### src/logic/alu_rsds_defs.svh
`ifndef ALU_RSDS_DEFS_SVH
`define ALU_RSDS_DEFS_SVH
`define DATA_W 8
`define BIT_SEL_W 3
`define ALL_ONES 8'hff
`define ONE_BYTE 8'h01
`define ZERO_BYTE 8'h00
`define NIBBLE_MSB 4
`define SIGN_BIT 7
`define CARRY_OUT_BIT 0
`define SHIFT_FROM_BIT 1
`define WORK_RESET 8'h00
`endif

### src/logic/alu_rsds_pkg.sv
package alu_rsds_pkg;
  // Operation codes issued by the instruction sequencer.
  typedef enum logic [2:0] {
    OP_NONE,
    OP_ROTATE_RIGHT_CARRY_WORK,
    OP_SUB_BORROW,
    OP_SUB_BORROW_MEM,
    OP_DEC_SKIP_ZERO_MEM,
    OP_DEC_SKIP_ZERO_WORK,
    OP_SET_BYTE,
    OP_SET_BIT
  } op_type;
  // Cycle state of the executer.
  typedef enum logic {
    ST_EXEC,
    ST_DUMMY
  } state_type;
endpackage

### src/logic/alu_rsds.sv
`timescale 1ns/10ps
`include "alu_rsds_defs.svh"
module alu_rsds #(
  parameter int DATA_W = `DATA_W
) (
  input wire logic clock, // Core clock, 100 MHz.
  input wire logic rst_n, // Synchronous reset, active low.
  input wire logic opValid, // One-cycle pulse: an operation is issued.
  input wire alu_rsds_pkg::op_type opCode, // Operation to execute.
  input wire logic [`BIT_SEL_W-1:0] bitSel, // Bit position for single-bit set.
  input wire logic [DATA_W-1:0] memOperand, // Addressed memory byte as read.
  output logic [DATA_W-1:0] memWrData, // Byte to store into memory.
  output logic memWrEn, // Pulse: store memWrData at the addressed byte.
  output logic [DATA_W-1:0] workReg, // Work register.
  output logic carryFlag, // Carry flag.
  output logic zeroFlag, // Zero flag.
  output logic halfCarryFlag, // Half-carry flag.
  output logic signedWrapFlag, // Signed overflow flag.
  output logic skipNext, // Pulse: discard the next fetched instruction.
  output logic busy // High during the inserted dummy cycle.
);
  // Refuses a datapath width that the byte-wide constants cannot serve.
  if (DATA_W != `DATA_W) begin : g_width_check
    $error("alu_rsds supports only an 8-bit datapath.");
  end

  // ==========================================================
  // State
  logic [DATA_W-1:0] work_r, work_nxt;
  logic [DATA_W-1:0] memWr_r, memWr_nxt;
  logic memWrEn_r, memWrEn_nxt;
  logic carry_r, carry_nxt;
  logic zero_r, zero_nxt;
  logic half_r, half_nxt;
  logic wrap_r, wrap_nxt;
  logic skip_r, skip_nxt;
  logic busy_r, busy_nxt;
  alu_rsds_pkg::state_type state_r, state_nxt;

  // ==========================================================
  // Arithmetic helpers
  logic [DATA_W:0] subFull;
  logic [`NIBBLE_MSB:0] subLow;
  logic [DATA_W-1:0] subRes;
  logic [DATA_W-1:0] decRes;
  logic borrowIn;

  // Subtraction with borrow and decrement results.
  always_comb begin
    borrowIn = ~carry_r;
    subFull = {1'b0, work_r} - {1'b0, memOperand} - {{DATA_W{1'b0}}, borrowIn};
    subLow = {1'b0, work_r[`NIBBLE_MSB-1:0]} - {1'b0, memOperand[`NIBBLE_MSB-1:0]}
      - {{`NIBBLE_MSB{1'b0}}, borrowIn};
    subRes = subFull[DATA_W-1:0];
    decRes = memOperand - `ONE_BYTE;
  end

  // ==========================================================
  // Operation decode
  logic opTaken;
  logic isRotate, isSubWork, isSubMem, isDecMem, isDecWork, isSetByte, isSetBit;
  logic decZero;

  // One select per operation; an issue during the dummy cycle selects nothing.
  always_comb begin
    opTaken = opValid && (state_r == alu_rsds_pkg::ST_EXEC);
    isRotate = 1'b0;
    isSubWork = 1'b0;
    isSubMem = 1'b0;
    isDecMem = 1'b0;
    isDecWork = 1'b0;
    isSetByte = 1'b0;
    isSetBit = 1'b0;
    if (opTaken) begin
      case (opCode)
        alu_rsds_pkg::OP_ROTATE_RIGHT_CARRY_WORK: begin
          isRotate = 1'b1;
        end
        alu_rsds_pkg::OP_SUB_BORROW: begin
          isSubWork = 1'b1;
        end
        alu_rsds_pkg::OP_SUB_BORROW_MEM: begin
          isSubMem = 1'b1;
        end
        alu_rsds_pkg::OP_DEC_SKIP_ZERO_MEM: begin
          isDecMem = 1'b1;
        end
        alu_rsds_pkg::OP_DEC_SKIP_ZERO_WORK: begin
          isDecWork = 1'b1;
        end
        alu_rsds_pkg::OP_SET_BYTE: begin
          isSetByte = 1'b1;
        end
        alu_rsds_pkg::OP_SET_BIT: begin
          isSetBit = 1'b1;
        end
        default: begin
          isRotate = 1'b0; // No operation: nothing is selected.
        end
      endcase
    end
    decZero = (decRes == `ZERO_BYTE);
  end

  // ==========================================================
  // Work register and status flags
  // Only a rotate, a subtract or a decrement to work touches this group.
  always_comb begin
    work_nxt = work_r;
    carry_nxt = carry_r;
    zero_nxt = zero_r;
    half_nxt = half_r;
    wrap_nxt = wrap_r;
    if (isRotate) begin
      work_nxt = {carry_r, memOperand[DATA_W-1:`SHIFT_FROM_BIT]};
      carry_nxt = memOperand[`CARRY_OUT_BIT];
    end
    if (isSubWork) begin
      work_nxt = subRes;
    end
    // Both subtract variants update all four flags the same way.
    if (isSubWork || isSubMem) begin
      carry_nxt = ~subFull[DATA_W];
      half_nxt = ~subLow[`NIBBLE_MSB];
      zero_nxt = (subRes == `ZERO_BYTE);
      wrap_nxt = (work_r[`SIGN_BIT] != memOperand[`SIGN_BIT])
        && (subRes[`SIGN_BIT] != work_r[`SIGN_BIT]);
    end
    if (isDecWork) begin
      work_nxt = decRes;
    end
  end

  // Registers the work register and the flags; reset clears them.
  always_ff @(posedge clock) begin
    if (!rst_n) begin
      work_r <= `WORK_RESET;
      carry_r <= 1'b0;
      zero_r <= 1'b0;
      half_r <= 1'b0;
      wrap_r <= 1'b0;
    end else begin
      work_r <= work_nxt;
      carry_r <= carry_nxt;
      zero_r <= zero_nxt;
      half_r <= half_nxt;
      wrap_r <= wrap_nxt;
    end
  end

  // ==========================================================
  // Memory store
  // A store strobe lasts one cycle; the data byte holds until the next store.
  always_comb begin
    memWr_nxt = memWr_r;
    memWrEn_nxt = 1'b0;
    if (isSubMem) begin
      memWr_nxt = subRes;
      memWrEn_nxt = 1'b1;
    end
    if (isDecMem) begin
      memWr_nxt = decRes;
      memWrEn_nxt = 1'b1;
    end
    if (isSetByte) begin
      memWr_nxt = `ALL_ONES;
      memWrEn_nxt = 1'b1;
    end
    if (isSetBit) begin
      memWr_nxt = memOperand | (`ONE_BYTE << bitSel);
      memWrEn_nxt = 1'b1;
    end
  end

  // Registers the store data and strobe.
  always_ff @(posedge clock) begin
    if (!rst_n) begin
      memWr_r <= `ZERO_BYTE;
      memWrEn_r <= 1'b0;
    end else begin
      memWr_r <= memWr_nxt;
      memWrEn_r <= memWrEn_nxt;
    end
  end

  // ==========================================================
  // Sequencing
  // A zero decrement raises the skip pulse and spends one dummy cycle.
  always_comb begin
    state_nxt = alu_rsds_pkg::ST_EXEC;
    skip_nxt = 1'b0;
    busy_nxt = 1'b0;
    case (state_r)
      alu_rsds_pkg::ST_EXEC: begin
        if ((isDecMem || isDecWork) && decZero) begin
          state_nxt = alu_rsds_pkg::ST_DUMMY;
          skip_nxt = 1'b1;
          busy_nxt = 1'b1;
        end else begin
          state_nxt = alu_rsds_pkg::ST_EXEC;
        end
      end
      alu_rsds_pkg::ST_DUMMY: begin
        state_nxt = alu_rsds_pkg::ST_EXEC;
      end
      default: begin
        state_nxt = alu_rsds_pkg::ST_EXEC;
      end
    endcase
  end

  // Registers the sequencing state; the busy flop mirrors the dummy state.
  always_ff @(posedge clock) begin
    if (!rst_n) begin
      skip_r <= 1'b0;
      busy_r <= 1'b0;
      state_r <= alu_rsds_pkg::ST_EXEC;
    end else begin
      skip_r <= skip_nxt;
      busy_r <= busy_nxt;
      state_r <= state_nxt;
    end
  end

  // ==========================================================
  // Outputs
  // Outputs come straight from the flip-flops.
  assign workReg = work_r;
  assign memWrData = memWr_r;
  assign memWrEn = memWrEn_r;
  assign carryFlag = carry_r;
  assign zeroFlag = zero_r;
  assign halfCarryFlag = half_r;
  assign signedWrapFlag = wrap_r;
  assign skipNext = skip_r;
  assign busy = busy_r;
endmodule

### config.mk
export PLATFORM = sky130hd
export DESIGN_NAME = alu_rsds
export DESIGN_NICKNAME = d
export VERILOG_FILES = /design/src/logic/alu_rsds_pkg.sv /design/src/logic/alu_rsds.sv
export VERILOG_INCLUDE_DIRS = /design/src /design/src/logic
export SDC_FILE = /design/constraint.sdc
export NUM_CORES = 1
export LEC_CHECK = 0
export BUFFER_PORTS_ARGS = -buffer_cell sky130_fd_sc_hd__buf_2
export CAP_MARGIN = 0
export CORE_ASPECT_RATIO = 0.8
export CORE_MARGIN = 10
export CORE_UTILIZATION = 33
export CTS_BUF_LIST = sky130_fd_sc_hd__clkbuf_8
export DETAILED_ROUTE_END_ITERATION = 6
export GPL_TIMING_DRIVEN = 0
export MAX_ROUTING_LAYER = met4
export RECOVER_POWER = 50
export SETUP_SLACK_MARGIN = 0.02
export SLEW_MARGIN = 20
export SYNTH_ARGS = -nofsm -noshare
export SYNTH_HDL_FRONTEND = slang
export SYNTH_SLANG_ARGS = --single-unit
### constraint.sdc
create_clock -name clock -period 4.29 [get_ports clock]
set_input_delay 1.0725 -clock clock [delete_from_list [all_inputs] [get_ports clock]]
set_output_delay 1.0725 -clock clock [all_outputs]
set_load 0.02 [all_outputs]
**Word-level counts from Yosys, hierarchy flattened**

Index checks and enable logic that the tools add are counted.

- Register bits after elaboration: 23
- Logic and storage cells: 70

- Add/sub/neg operators: 5
- Equal/unequal tests: 9
- Shifts and indexed selects: 1
- Mux-type cells: 29
- Bitwise operators: 6
- Reductions and logical operators: 11

Operators with widths:

| operator | number |
|---|---|
| 8-bit 2-to-1 mux | 7 |
| 1-bit 2-to-1 mux | 21 |
| 8-bit zero test | 2 |
| 3-bit == test (second input constant) | 4 |
| 8-bit by 8-bit subtractor with 9-bit output | 1 |
| 9-bit by 1-bit subtractor with 9-bit output | 1 |
| 8-bit bitwise OR | 1 |
| 1-bit by 3-bit << shifter with 8-bit output (first input constant) | 1 |
| 8-bit by 1-bit subtractor with 8-bit output (second input constant) | 1 |
| 3-bit by 2-bit == test with 1-bit output (second input constant) | 2 |
| 1-bit NOT | 5 |
| 4-bit by 4-bit subtractor with 5-bit output | 1 |
| 5-bit by 1-bit subtractor with 5-bit output | 1 |
| 4-bit nonzero test | 1 |
| 3-bit by 1-bit == test with 1-bit output (second input constant) | 1 |
| 1-bit logical AND | 3 |
| 3-bit nonzero test | 1 |
| 1-bit logical OR | 2 |
| 1-bit != test | 2 |
| 1-bit case mux with 2 select lines | 1 |
| 2-bit nonzero test | 1 |
| 2-bit OR reduction | 1 |

**Longest topological paths before layout**

Gate-level depths: netlist of run 1.

- Depth after elaboration: 7
- Mapped depth: 10
- Mapped depth without buffers: 10

**Worst setup path after synthesis of run 1**

No wires, ideal clock.

- Kind: input to register
- Start point: in memOperand[0]
- End point: reg wrap_r (netlist: signedWrapFlag)
- Library setup time: 0.093 ns
- Arrival: 2.899 ns
- Path slack: 1.298 ns
- Stages: 8
- Path through: fa_1 > inv_1 > ha_1 > o21ai_1 > a21oi_1 > mux2_2 > or2_4 > o311ai_2

- Longest elaborated chain between the ends: 4

RTL lines:

| element | RTL line | text |
|---|---|---|
| start: declaration | alu_rsds.sv:11 | `input wire logic [DATA_W-1:0] memOperand,` |
| 8-bit by 8-bit subtractor with 9-bit output | alu_rsds.sv:51 | `subFull = {1'b0, work_r} - {1'b0, memOperand} - {{DATA_W{1'b0}}, borrowIn};` |
| 9-bit by 1-bit subtractor with 9-bit output | alu_rsds.sv:51 |  |
| 1-bit != test | alu_rsds.sv:127 | `` && (subRes[`SIGN_BIT] != work_r[`SIGN_BIT]); `` |
| 1-bit logical AND | alu_rsds.sv:126 | `` wrap_nxt = (work_r[`SIGN_BIT] != memOperand[`SIGN_BIT]) `` |
| end signal: assignment | alu_rsds.sv:147 | `wrap_r <= wrap_nxt;` |
| end: declaration | alu_rsds.sv:35 | `logic wrap_r, wrap_nxt;` |

No other way between the ends.
A chain may end at the register's enable or synchronous reset.

**Worst setup path in the final report of run 1**

- Start point: in memOperand[0]
- End point: reg memWr_r[6] (netlist: memWrData[6])

- Longest elaborated chain between the ends: 6

RTL lines:

| element | RTL line | text |
|---|---|---|
| 8-bit by 8-bit subtractor with 9-bit output | alu_rsds.sv:51 |  |
| 9-bit by 1-bit subtractor with 9-bit output | alu_rsds.sv:51 |  |
| 8-bit 2-to-1 mux | alu_rsds.sv:157 | `if (isSubMem) begin` |
| 8-bit 2-to-1 mux * | alu_rsds.sv:161 | `if (isDecMem) begin` |
| 8-bit 2-to-1 mux * | alu_rsds.sv:165 | `if (isSetByte) begin` |
| 8-bit 2-to-1 mux * | alu_rsds.sv:169 | `if (isSetBit) begin` |
| end signal: assignment | alu_rsds.sv:178 | `` memWr_r <= `ZERO_BYTE; `` |
| end signal: assignment | alu_rsds.sv:181 | `memWr_r <= memWr_nxt;` |
| end: declaration | alu_rsds.sv:30 | `logic [DATA_W-1:0] memWr_r, memWr_nxt;` |

Every way passes the cells marked *; elsewhere a longest branch is shown, timed or not. The select of a mux whose other input is x is not followed.

==> flow_metrics.tcl, run 1 <==
set metrics [dict create \
    final_antenna_net_count 0 \
    ys_async_sr_fraction_pct 0 \
    place_congestion 0.917 \
    worstPathArrival_ns 3.35 \
    hold_buffers 0 \
    path_cells "buf_2 > fa_1 > inv_1 > fa_1 > nand2b_1 > a21oi_1 > a21oi_1 > xnor2_1 > nor2b_1 > o41ai_1" \
    route.vias.total 2141 \
    path_clk_slew_ns 0.08 \
    outcome "completed" \
    syn_area_per_cell_um2 7.58 \
    port_buffers 37 \
    clock_skew_ns 0.00395 \
    period_minus_slack_ns 3.17 \
    r2r_setup_slack_ns 1.70 \
    post_cts_buffers 0 \
    grt_usage_pct 12.6 \
    end_kind "register" \
    r2r_start "carryFlag" \
    grt_pass1_wl_mm 10.0 \
    critPathRequiredTime_ns 4.46 \
    ys_seq_elements 22 \
    setup_viol 0 \
    yosys_warnings 0 \
    ioPinCount 40 \
    cts_root_buf "clkbuf_8" \
    holdPathEnd "memWrData[4]" \
    synthCells 273 \
    synth_area_um2 2070 \
    nets 350 \
    synth_ff_type "dfxtp_1" \
    drv_slew 0 \
    htreeDepth 1 \
    viasPerCell 5.42 \
    die_w_um 109 \
    slowest_delay_ns 0.40 \
    totalWireLength_mm 6.26 \
    p_leak_nw 0.965 \
    drt-wirelength-per-cell_um 15.9 \
    post-place-ws_ns 0.877 \
    core_area_um2 6010 \
    hp-class "register to register" \
    area_growth_pct 15.2 \
    final.setup.tns_ns 0 \
    die_h_um 90.8 \
    yosysSeqAreaShare_pct 21.3 \
    whs_path_depth 2 \
    firstDrtPassIters 5 \
    hold_violations 0 \
    synth_edf_count 0 \
    reg2reg_to "memWrData[6]" \
    slew_headroom_pct 61.5 \
    antenna_found_initial 0 \
    syn_nets 308 \
    rsz0062_at_grt "no" \
    post-route-period-util_pct 74.0 \
    rows 25 \
    dieArea_um2 9850 \
    drc 0 \
    critPathLaunchType "input port" \
    grt_pass1_vias 1978 \
    crit_slowest_cell "fa_1" \
    cts_buffers 3 \
    powerDensity_nw_per_um2 274 \
    drt_iter0_drc 247 \
    overflow 0 \
    worst_pin_slew_ns 0.573 \
    worstSetupPathType "input port to register" \
    cp_max_fo 9 \
    cts.sinks 22 \
    reg2reg_depth 10 \
    cts_tree "yes" \
    grt_max_degree 13 \
    hold_start "memWrData[4]" \
    n_antenna_cell 0 \
    fmax_ghz 0.315 \
    clk_latency_ns 0.27 \
    clockBufferDepth 2 \
    synth_cell_types 59 \
    hpwl_mm 5.11 \
    ir_drop_mv 0.136 \
    max-cap-violations 0 \
    start_util_pct 34.4 \
    drive_gt1_share_pct 12.4 \
    ctsResizeCount 0 \
    setup_ws_ns 1.12 \
    power_uw 653 \
]
==> Yosys cell counts (5+ instances only) <==
| cell | instances | area share [%] |
|---|---|---|
| o21ai_0 | 8 | 1.9 |
| nand2b_1 | 7 | 2.1 |
| nand3_1 | 12 | 2.9 |
| nor2_1 | 24 | 4.4 |
| xor2_1 | 8 | 3.4 |
| clkbuf_1 | 5 | 0.91 |
| ha_1 | 16 | 9.7 |
| a21boi_0 | 6 | 2.2 |
| xnor2_1 | 6 | 2.5 |
| nand2_1 | 26 | 4.7 |
| nor3_1 | 12 | 2.9 |
| dfxtp_1 | 22 | 21 |
| inv_1 | 27 | 4.9 |
| a21oi_1 | 12 | 2.9 |
==> worst max-delay path, delay by kind of cell <==
family / cells / cell delay [ns]
AO/OA/AOI/OAI: 3 / 0.82
buffers and inverters: 2 / 0.29
AND/OR/NAND/NOR: 2 / 0.33
adder cells (fa/ha/maj): 2 / 0.62
XOR/XNOR: 1 / 0.21
==> cell type report <==
class,count,area [um^2]
Fill cell,653,3620
Tap cell,81,101
Clock buffer,4,55.1
Sequential cell,22,440
Buffer,12,57.6
Multi-Input combinational cell,212,1470
Inverter,27,101
Timing Repair Buffer,37,158
==> placed cells by master, fill, tap and decap left out, types with 2 or more instances in the layout <==
| master | instances |
|---|---|
| a2111oi_0 | 3 |
| a211oi_1 | 4 |
| a21boi_0 | 6 |
| a21o_1 | 4 |
| a21oi_1 | 12 |
| a311oi_1 | 2 |
| a31oi_1 | 3 |
| and2b_1 | 2 |
| and3_1 | 2 |
| buf_2 | 19 |
| buf_4 | 2 |
| clkbuf_1 | 27 |
| clkbuf_8 | 4 |
| dfxtp_1 | 22 |
| fa_1 | 2 |
| ha_1 | 16 |
| inv_1 | 27 |
| mux2_2 | 2 |
| nand2_1 | 26 |
| nand2b_1 | 7 |
| nand3_1 | 12 |
| nand3b_1 | 3 |
| nor2_1 | 24 |
| nor2b_1 | 4 |
| nor3_1 | 12 |
| nor3b_1 | 2 |
| nor3b_2 | 2 |
| nor4_1 | 2 |
| o211ai_1 | 4 |
| o21a_1 | 2 |
| o21ai_0 | 8 |
| o21ai_1 | 2 |
| o221ai_1 | 3 |
| o31ai_1 | 2 |
| o41ai_1 | 3 |
| xnor2_1 | 6 |
| xor2_1 | 8 |
==> flip-flops by register name, summed over array words and instances (netlist names) <==
name            count
busy                1
workReg             8
memWrEn             1
memWrData           8
signedWrapFlag      1
carryFlag           1
halfCarryFlag       1
zeroFlag            1
==> routing by layer <==
metal / global-route usage (%) / up-vias / routed length (um)
met5: - / - / 0
met4: 1.75 / 0 / 97
met3: 2.78 / 16 / 523
met2: 17.1 / 98 / 2430
met1: 18.6 / 968 / 3210
li1: - / 1059 / -
==> report_power, final <==
part | switching (mW) | internal, mW | leakage [nW]
clock | 0.0739 | 0.0821 | 0.0288
sequential | 0.00838 | 0.218 | 0.180
combinational | 0.172 | 0.0993 | 0.757
total | 0.254 | 0.399 | 0.965
==> cell families after synthesis <==
group,share of synthesized area [%]
AOI/OAI and AO/OA,24.5
DFF,21.3
and+or+nand+nor,27.4
adders and majority gates,11.6
xor gates and xnor gates,5.93
muxes,1.57
buffers and inverters,7.68
==> worst max path at each step <==
stage                  start             end  slack, ns
2_1_floorplan  memOperand[0]  signedWrapFlag       1.30
3_3_place_gp   memOperand[0]    memWrData[6]       0.84
3_5_place_dp   memOperand[0]        zeroFlag       0.88
4_1_cts        memOperand[0]    memWrData[6]       1.14
5_1_grt        memOperand[0]    memWrData[6]       0.93
6_report       memOperand[0]    memWrData[6]       1.12
==> stage by stage <==
stage | hold slack (ns) | area [um^2] | util, % | instances
floorplan | 0.516 | 2070 | - | 273
CTS | 0.449 | 2410 | 40.1 | 395
detailed placement | 0.431 | 2350 | 39.2 | 391
global placement | 0.423 | 2350 | 39.2 | 391
global route | 0.478 | 2380 | 39.7 | 395
finish | 0.445 | 2380 | 39.7 | 395
No activity file was read; power rests on OpenSTA's default activity.
==> run 2, diff against run 1 <==
Settings changed: ABC_AREA from default to 1.
Clock period 4.29 ns to 2.65 ns, I/O delays scaled along.
==> run 2 against run 1 <==
Sequential power rose by 64%. Sequential share of layout area rose by 0.30 points. Utilization fell by 0.21 points. Combinational power rose by 60%. Clock skew fell by 0.0014 ns. Non-clock buffer count fell by 6. Largest cell class unchanged. Highest routed layer unchanged.
==> flow_metrics.tcl, run 2 <==
set metrics [dict create \
    r2r_start "carryFlag" \
    synthTopCellsByArea "dfxtp_1, nand2_1, ha_1, inv_1, nand3_1" \
    p_clk_share_pct 21.2 \
    ys_async_sr_fraction_pct 0 \
    instances_no_fill 434 \
    rsz0062_at_grt "no" \
    clockBufferDepth 2 \
    route.vias.total 2067 \
    cts_buffers 3 \
    critPathRequiredTime_ns 2.85 \
    combPwrFrac_pct 42.5 \
    core_area_um2 5940 \
    synth.most_common_cell "nand2_1" \
    post_dp_cell_area_um2 2330 \
    cts_tree "yes" \
    overflow 0 \
    max-cap-violations 0 \
    yosysSeqAreaShare_pct 21.6 \
    hold_start "memWrData[4]" \
    antenna_found_initial 0 \
    synthCells 312 \
    drc 0 \
    final.setup.tns_ns 0 \
    cp_max_fo 5 \
    die_w_um 108 \
    synth_ff_type "dfxtp_1" \
    htreeDepth 1 \
    cts_root_buf "clkbuf_8" \
    ctsResizeCount 0 \
    synth_edf_count 0 \
    outcome "completed" \
    end_kind "register" \
    final_cell_mix "nand2_1, inv_1, nand3_1" \
    ys_seq_elements 22 \
    synthTopCellsByCount "nand2_1, inv_1, nand3_1" \
    drt_iter0_drc 143 \
    grt_pass1_wl_mm 9.58 \
    powerDensity_nw_per_um2 436 \
    critPathLaunchType "input port" \
    grt_pass1_vias 1999 \
    path_clk_slew_ns 0.08 \
    power_mw 1.02 \
    area_growth_pct 15.0 \
    cts.sinks 22 \
    worstSetupPathType "input port to register" \
    viasPerCell 4.76 \
    fin_util_pct 39.5 \
    seqPwrFrac_pct 36.3 \
    start_util_pct 34.3 \
    period_minus_slack_ns 2.40 \
    hp-class "register to register" \
    drv_slew 0 \
    ioPinCount 40 \
    post_cts_buffers 0 \
    p_sw_share_pct 41.3 \
    dieArea_um2 9740 \
    worstPathArrival_ns 2.60 \
    grt_max_degree 12 \
    setup_viol 0 \
    p_int_uw 601 \
    rows 25 \
    worst_pin_slew_ns 0.452 \
    die_h_um 90.3 \
    drive_gt1_share_pct 13.6 \
    p_leak_nw 1.15 \
    nFillCells 666 \
    synth_cell_types 36 \
    grt_usage_pct 12.2 \
    hpwl_mm 4.96 \
    firstDrtPassIters 4 \
    post-route-period-util_pct 90.7 \
    dp_cells 431 \
    final_cell_area_um2 2340 \
    netSwitchingPower_uw 422 \
    clk_latency_ns 0.27 \
    syn_nets 347 \
    clock_skew_ns 0.00257 \
    totalWireLength_mm 5.88 \
    yosys.area.top_type "dfxtp_1" \
    port_buffers 38 \
    yosysTopAreaCellShare_pct 21.6 \
    drt-wirelength-per-cell_um 13.5 \
    final_antenna_net_count 0 \
    n_antenna_cell 0 \
    layout_commonest_cell "nand2_1" \
    place_congestion 0.958 \
    yosys_warnings 0 \
    nets 390 \
    slew_headroom_pct 69.8 \
    ir_drop_mv 0.197 \
    setup.worst_path.start "memOperand[0]" \
    fmax_ghz 0.416 \
    synth_area_um2 2040 \
    hold_buffers 0 \
    syn_area_per_cell_um2 6.53 \
    hold_violations 0 \
]
run 2: power groups by stage:
stage	Combinational [mW]	Clock [mW]	Sequential [mW]
CTS	0.441	0.220	0.371
global route	0.493	0.233	0.376
global placement	0.436	0	0.378
detailed placement	0.439	0	0.379
finish	0.434	0.217	0.371
floorplan	0.284	0	0.408
run 2: area by class of cell:
class	count	area, um^2	share of cell area [%]
tap	81	101	4.32
timing repair buffer	38	164	6.99
inverter	58	225	9.61
buffer	5	35.0	1.49
clock buffer	3	41.3	1.76
multi-input combinational	227	1340	57.0
sequential	22	440	18.8
run 2: critical path: stages:
cell and delay [ns]:
buf_2 0.14, fa_1 0.56, inv_1 0.05, ha_1 0.19, o21ai_0 0.23, nand2_1 0.11
nand2_1 0.11, nand2_1 0.06, nand2_1 0.09, nand3_1 0.09, nand2_1 0.09, nand2_1 0.09
a21oi_1 0.13
run 2: path summary, 6_finish.rpt:
kind,endpoint,slack (ns),depth (start not counted)
worst max register to register,memWrData[7],0.40,13
worst min-delay path,memWrData[4],0.47,2
worst min register to register,memWrData[4],0.47,2
worst max-delay path,memWrData[7],0.25,13
run 2: stage by stage:
step | worst slack [ns] | hold WS [ns]
2_1_floorplan | 0.412 | 0.544
3_3_place_gp | 0.0115 | 0.457
3_5_place_dp | -0.0155 | 0.458
4_1_cts | 0.250 | 0.472
5_1_grt | 0.0398 | 0.497
6_report | 0.246 | 0.472
run 2: kinds of logic after synthesis:
kind of cell / after synthesis / synth area share, %
simple gates: 131 / 29.3
flops: 22 / 21.6
compound gates: 70 / 21.1
fa+ha+maj: 18 / 11.8
xor+xnor: 8 / 3.44
buf+inv: 63 / 12.8
run 2: metal layers:
metal / vias up / track usage (%) / routed length [um]
met4: 0 / 1.33 / 38
li1: 1106 / - / -
met3: 5 / 3.35 / 382
met5: - / - / 0
met2: 57 / 16.5 / 2330
met1: 899 / 17.8 / 3130
==> run 3, diff against run 2 <==
Settings changed: PLACE_DENSITY from default to 0.62.
==> run 3 against run 2 <==
Worst setup slack gained 0.025 ns. Combinational power grew 3%. Via count increased by 1.5%. Maximum frequency grew 1.1%. First-iteration DRC count is 4.2% lower. Clock skew about the same. Clock power rose by 49%. Sequential cell count unchanged.
==> flow_metrics.tcl, run 3 (synthesis results as in run 2) <==
set metrics [dict create \
    firstDrtPassIters 4 \
    setup_viol 0 \
    seqPwrFrac_pct 32.5 \
    overflow 0 \
    ctsResizeCount 0 \
    ioPinCount 40 \
    die_w_um 108 \
    hold_violations 0 \
    end_kind "register" \
    start_util_pct 34.3 \
    path_clk_slew_ns 0.08 \
    dp_cells 431 \
    final_cell_mix "nand2_1, inv_1, nand3_1" \
    worstPathArrival_ns 2.59 \
    layout_commonest_cell "nand2_1" \
    p_clk_share_pct 28.3 \
    clock_skew_ns 0.00259 \
    die_h_um 90.3 \
    cp_max_fo 5 \
    totalWireLength_mm 6.13 \
    fin_util_pct 40.0 \
    p_leak_nw 1.17 \
    viasPerCell 4.83 \
    drive_gt1_share_pct 13.8 \
    critPathLaunchType "input port" \
    route.vias.total 2099 \
    place_congestion 0.882 \
    instances_no_fill 435 \
    htreeDepth 1 \
    dieArea_um2 9740 \
    cts.sinks 22 \
    hpwl_mm 5.13 \
    core_area_um2 5940 \
    netSwitchingPower_uw 441 \
    grt_pass1_wl_mm 10.2 \
    outcome "completed" \
    grt_usage_pct 13.0 \
    cts_root_buf "clkbuf_8" \
    post_cts_buffers 0 \
    worstSetupPathType "input port to register" \
    fmax_ghz 0.420 \
    slew_headroom_pct 72.1 \
    p_int_uw 701 \
    holdWs_ns 0.477 \
    combPwrFrac_pct 39.2 \
    power_mw 1.14 \
    grt_max_degree 14 \
    drc 0 \
    drt-wirelength-per-cell_um 14.1 \
    rows 25 \
    clk_latency_ns 0.27 \
    drv_slew 0 \
    ir_drop_mv 0.323 \
    hp-class "register to register" \
    clockBufferDepth 2 \
    worst_pin_slew_ns 0.419 \
    p_sw_share_pct 38.6 \
    post-route-period-util_pct 89.8 \
    nets 390 \
    cts_buffers 3 \
    antenna_found_initial 0 \
    port_buffers 38 \
    cts_tree "yes" \
    hold_buffers 0 \
    final_antenna_net_count 0 \
    grt_pass1_vias 1970 \
    critPathRequiredTime_ns 2.86 \
    drt_iter0_drc 137 \
    period_minus_slack_ns 2.38 \
    powerDensity_nw_per_um2 481 \
    n_antenna_cell 0 \
    area_growth_pct 16.5 \
    rsz0062_at_grt "no" \
    max-cap-violations 0 \
]
run 3: changes by cell type in the layout (fill, tap and decap cells not counted), sizes merged:
cell | before | now
bufinv | 0 | 1
run 3: final timing paths:
path,startpoint,end,slack [ns],cells after the start
max,memOperand[0],zeroFlag,0.27,11
min,memWrData[7],memWrData[7],0.48,2
max reg2reg,carryFlag,zeroFlag,0.41,11
min reg2reg,memWrData[7],memWrData[7],0.48,2
run 3: stage by stage:
step                 TNS, ns  cell area [um^2]  setup slack [ns]
finish                     0              2370             0.271
global route               0              2370            0.0599
CTS                        0              2400             0.272
detailed placement  -0.00257              2330          -0.00257
global placement           0              2330            0.0200
floorplan                  0              2040             0.412
run 3: per-layer routing:
metal	track usage [%]	up-vias	wire (um)
li1	-	1106	-
met1	19.0	943	3210
met2	17.9	48	2510
met3	3.00	2	395
met4	1.67	0	24
met5	-	-	0
run 3: worst max-delay path, cell delays in order:
cell and delay [ns]:
buf_2 0.14, fa_1 0.57, inv_1 0.05, ha_1 0.19
o21ai_0 0.32, nand2_1 0.10, nand2_1 0.07, nand2_1 0.12
nor2_1 0.13, nand3_1 0.11, a21oi_1 0.13
run 3: cell type report:
cell class | count | area [um^2]
fillers | 689 | 3570
multi-input cells | 227 | 1340
flip-flops and latches | 22 | 440
inverters | 58 | 225
repair buffers | 38 | 164
well taps | 81 | 101
clock buffers | 3 | 41.3
plain buffers | 5 | 35.0
clock inverters | 1 | 30.0
run 3: power by group through the flow:
stage / registers [mW] / clock network, mW / logic (mW)
6_report: 0.372 / 0.323 / 0.447
5_1_grt: 0.376 / 0.340 / 0.509
4_1_cts: 0.371 / 0.330 / 0.455
3_5_place_dp: 0.379 / 0 / 0.454
3_3_place_gp: 0.378 / 0 / 0.448
2_1_floorplan: 0.408 / 0 / 0.284
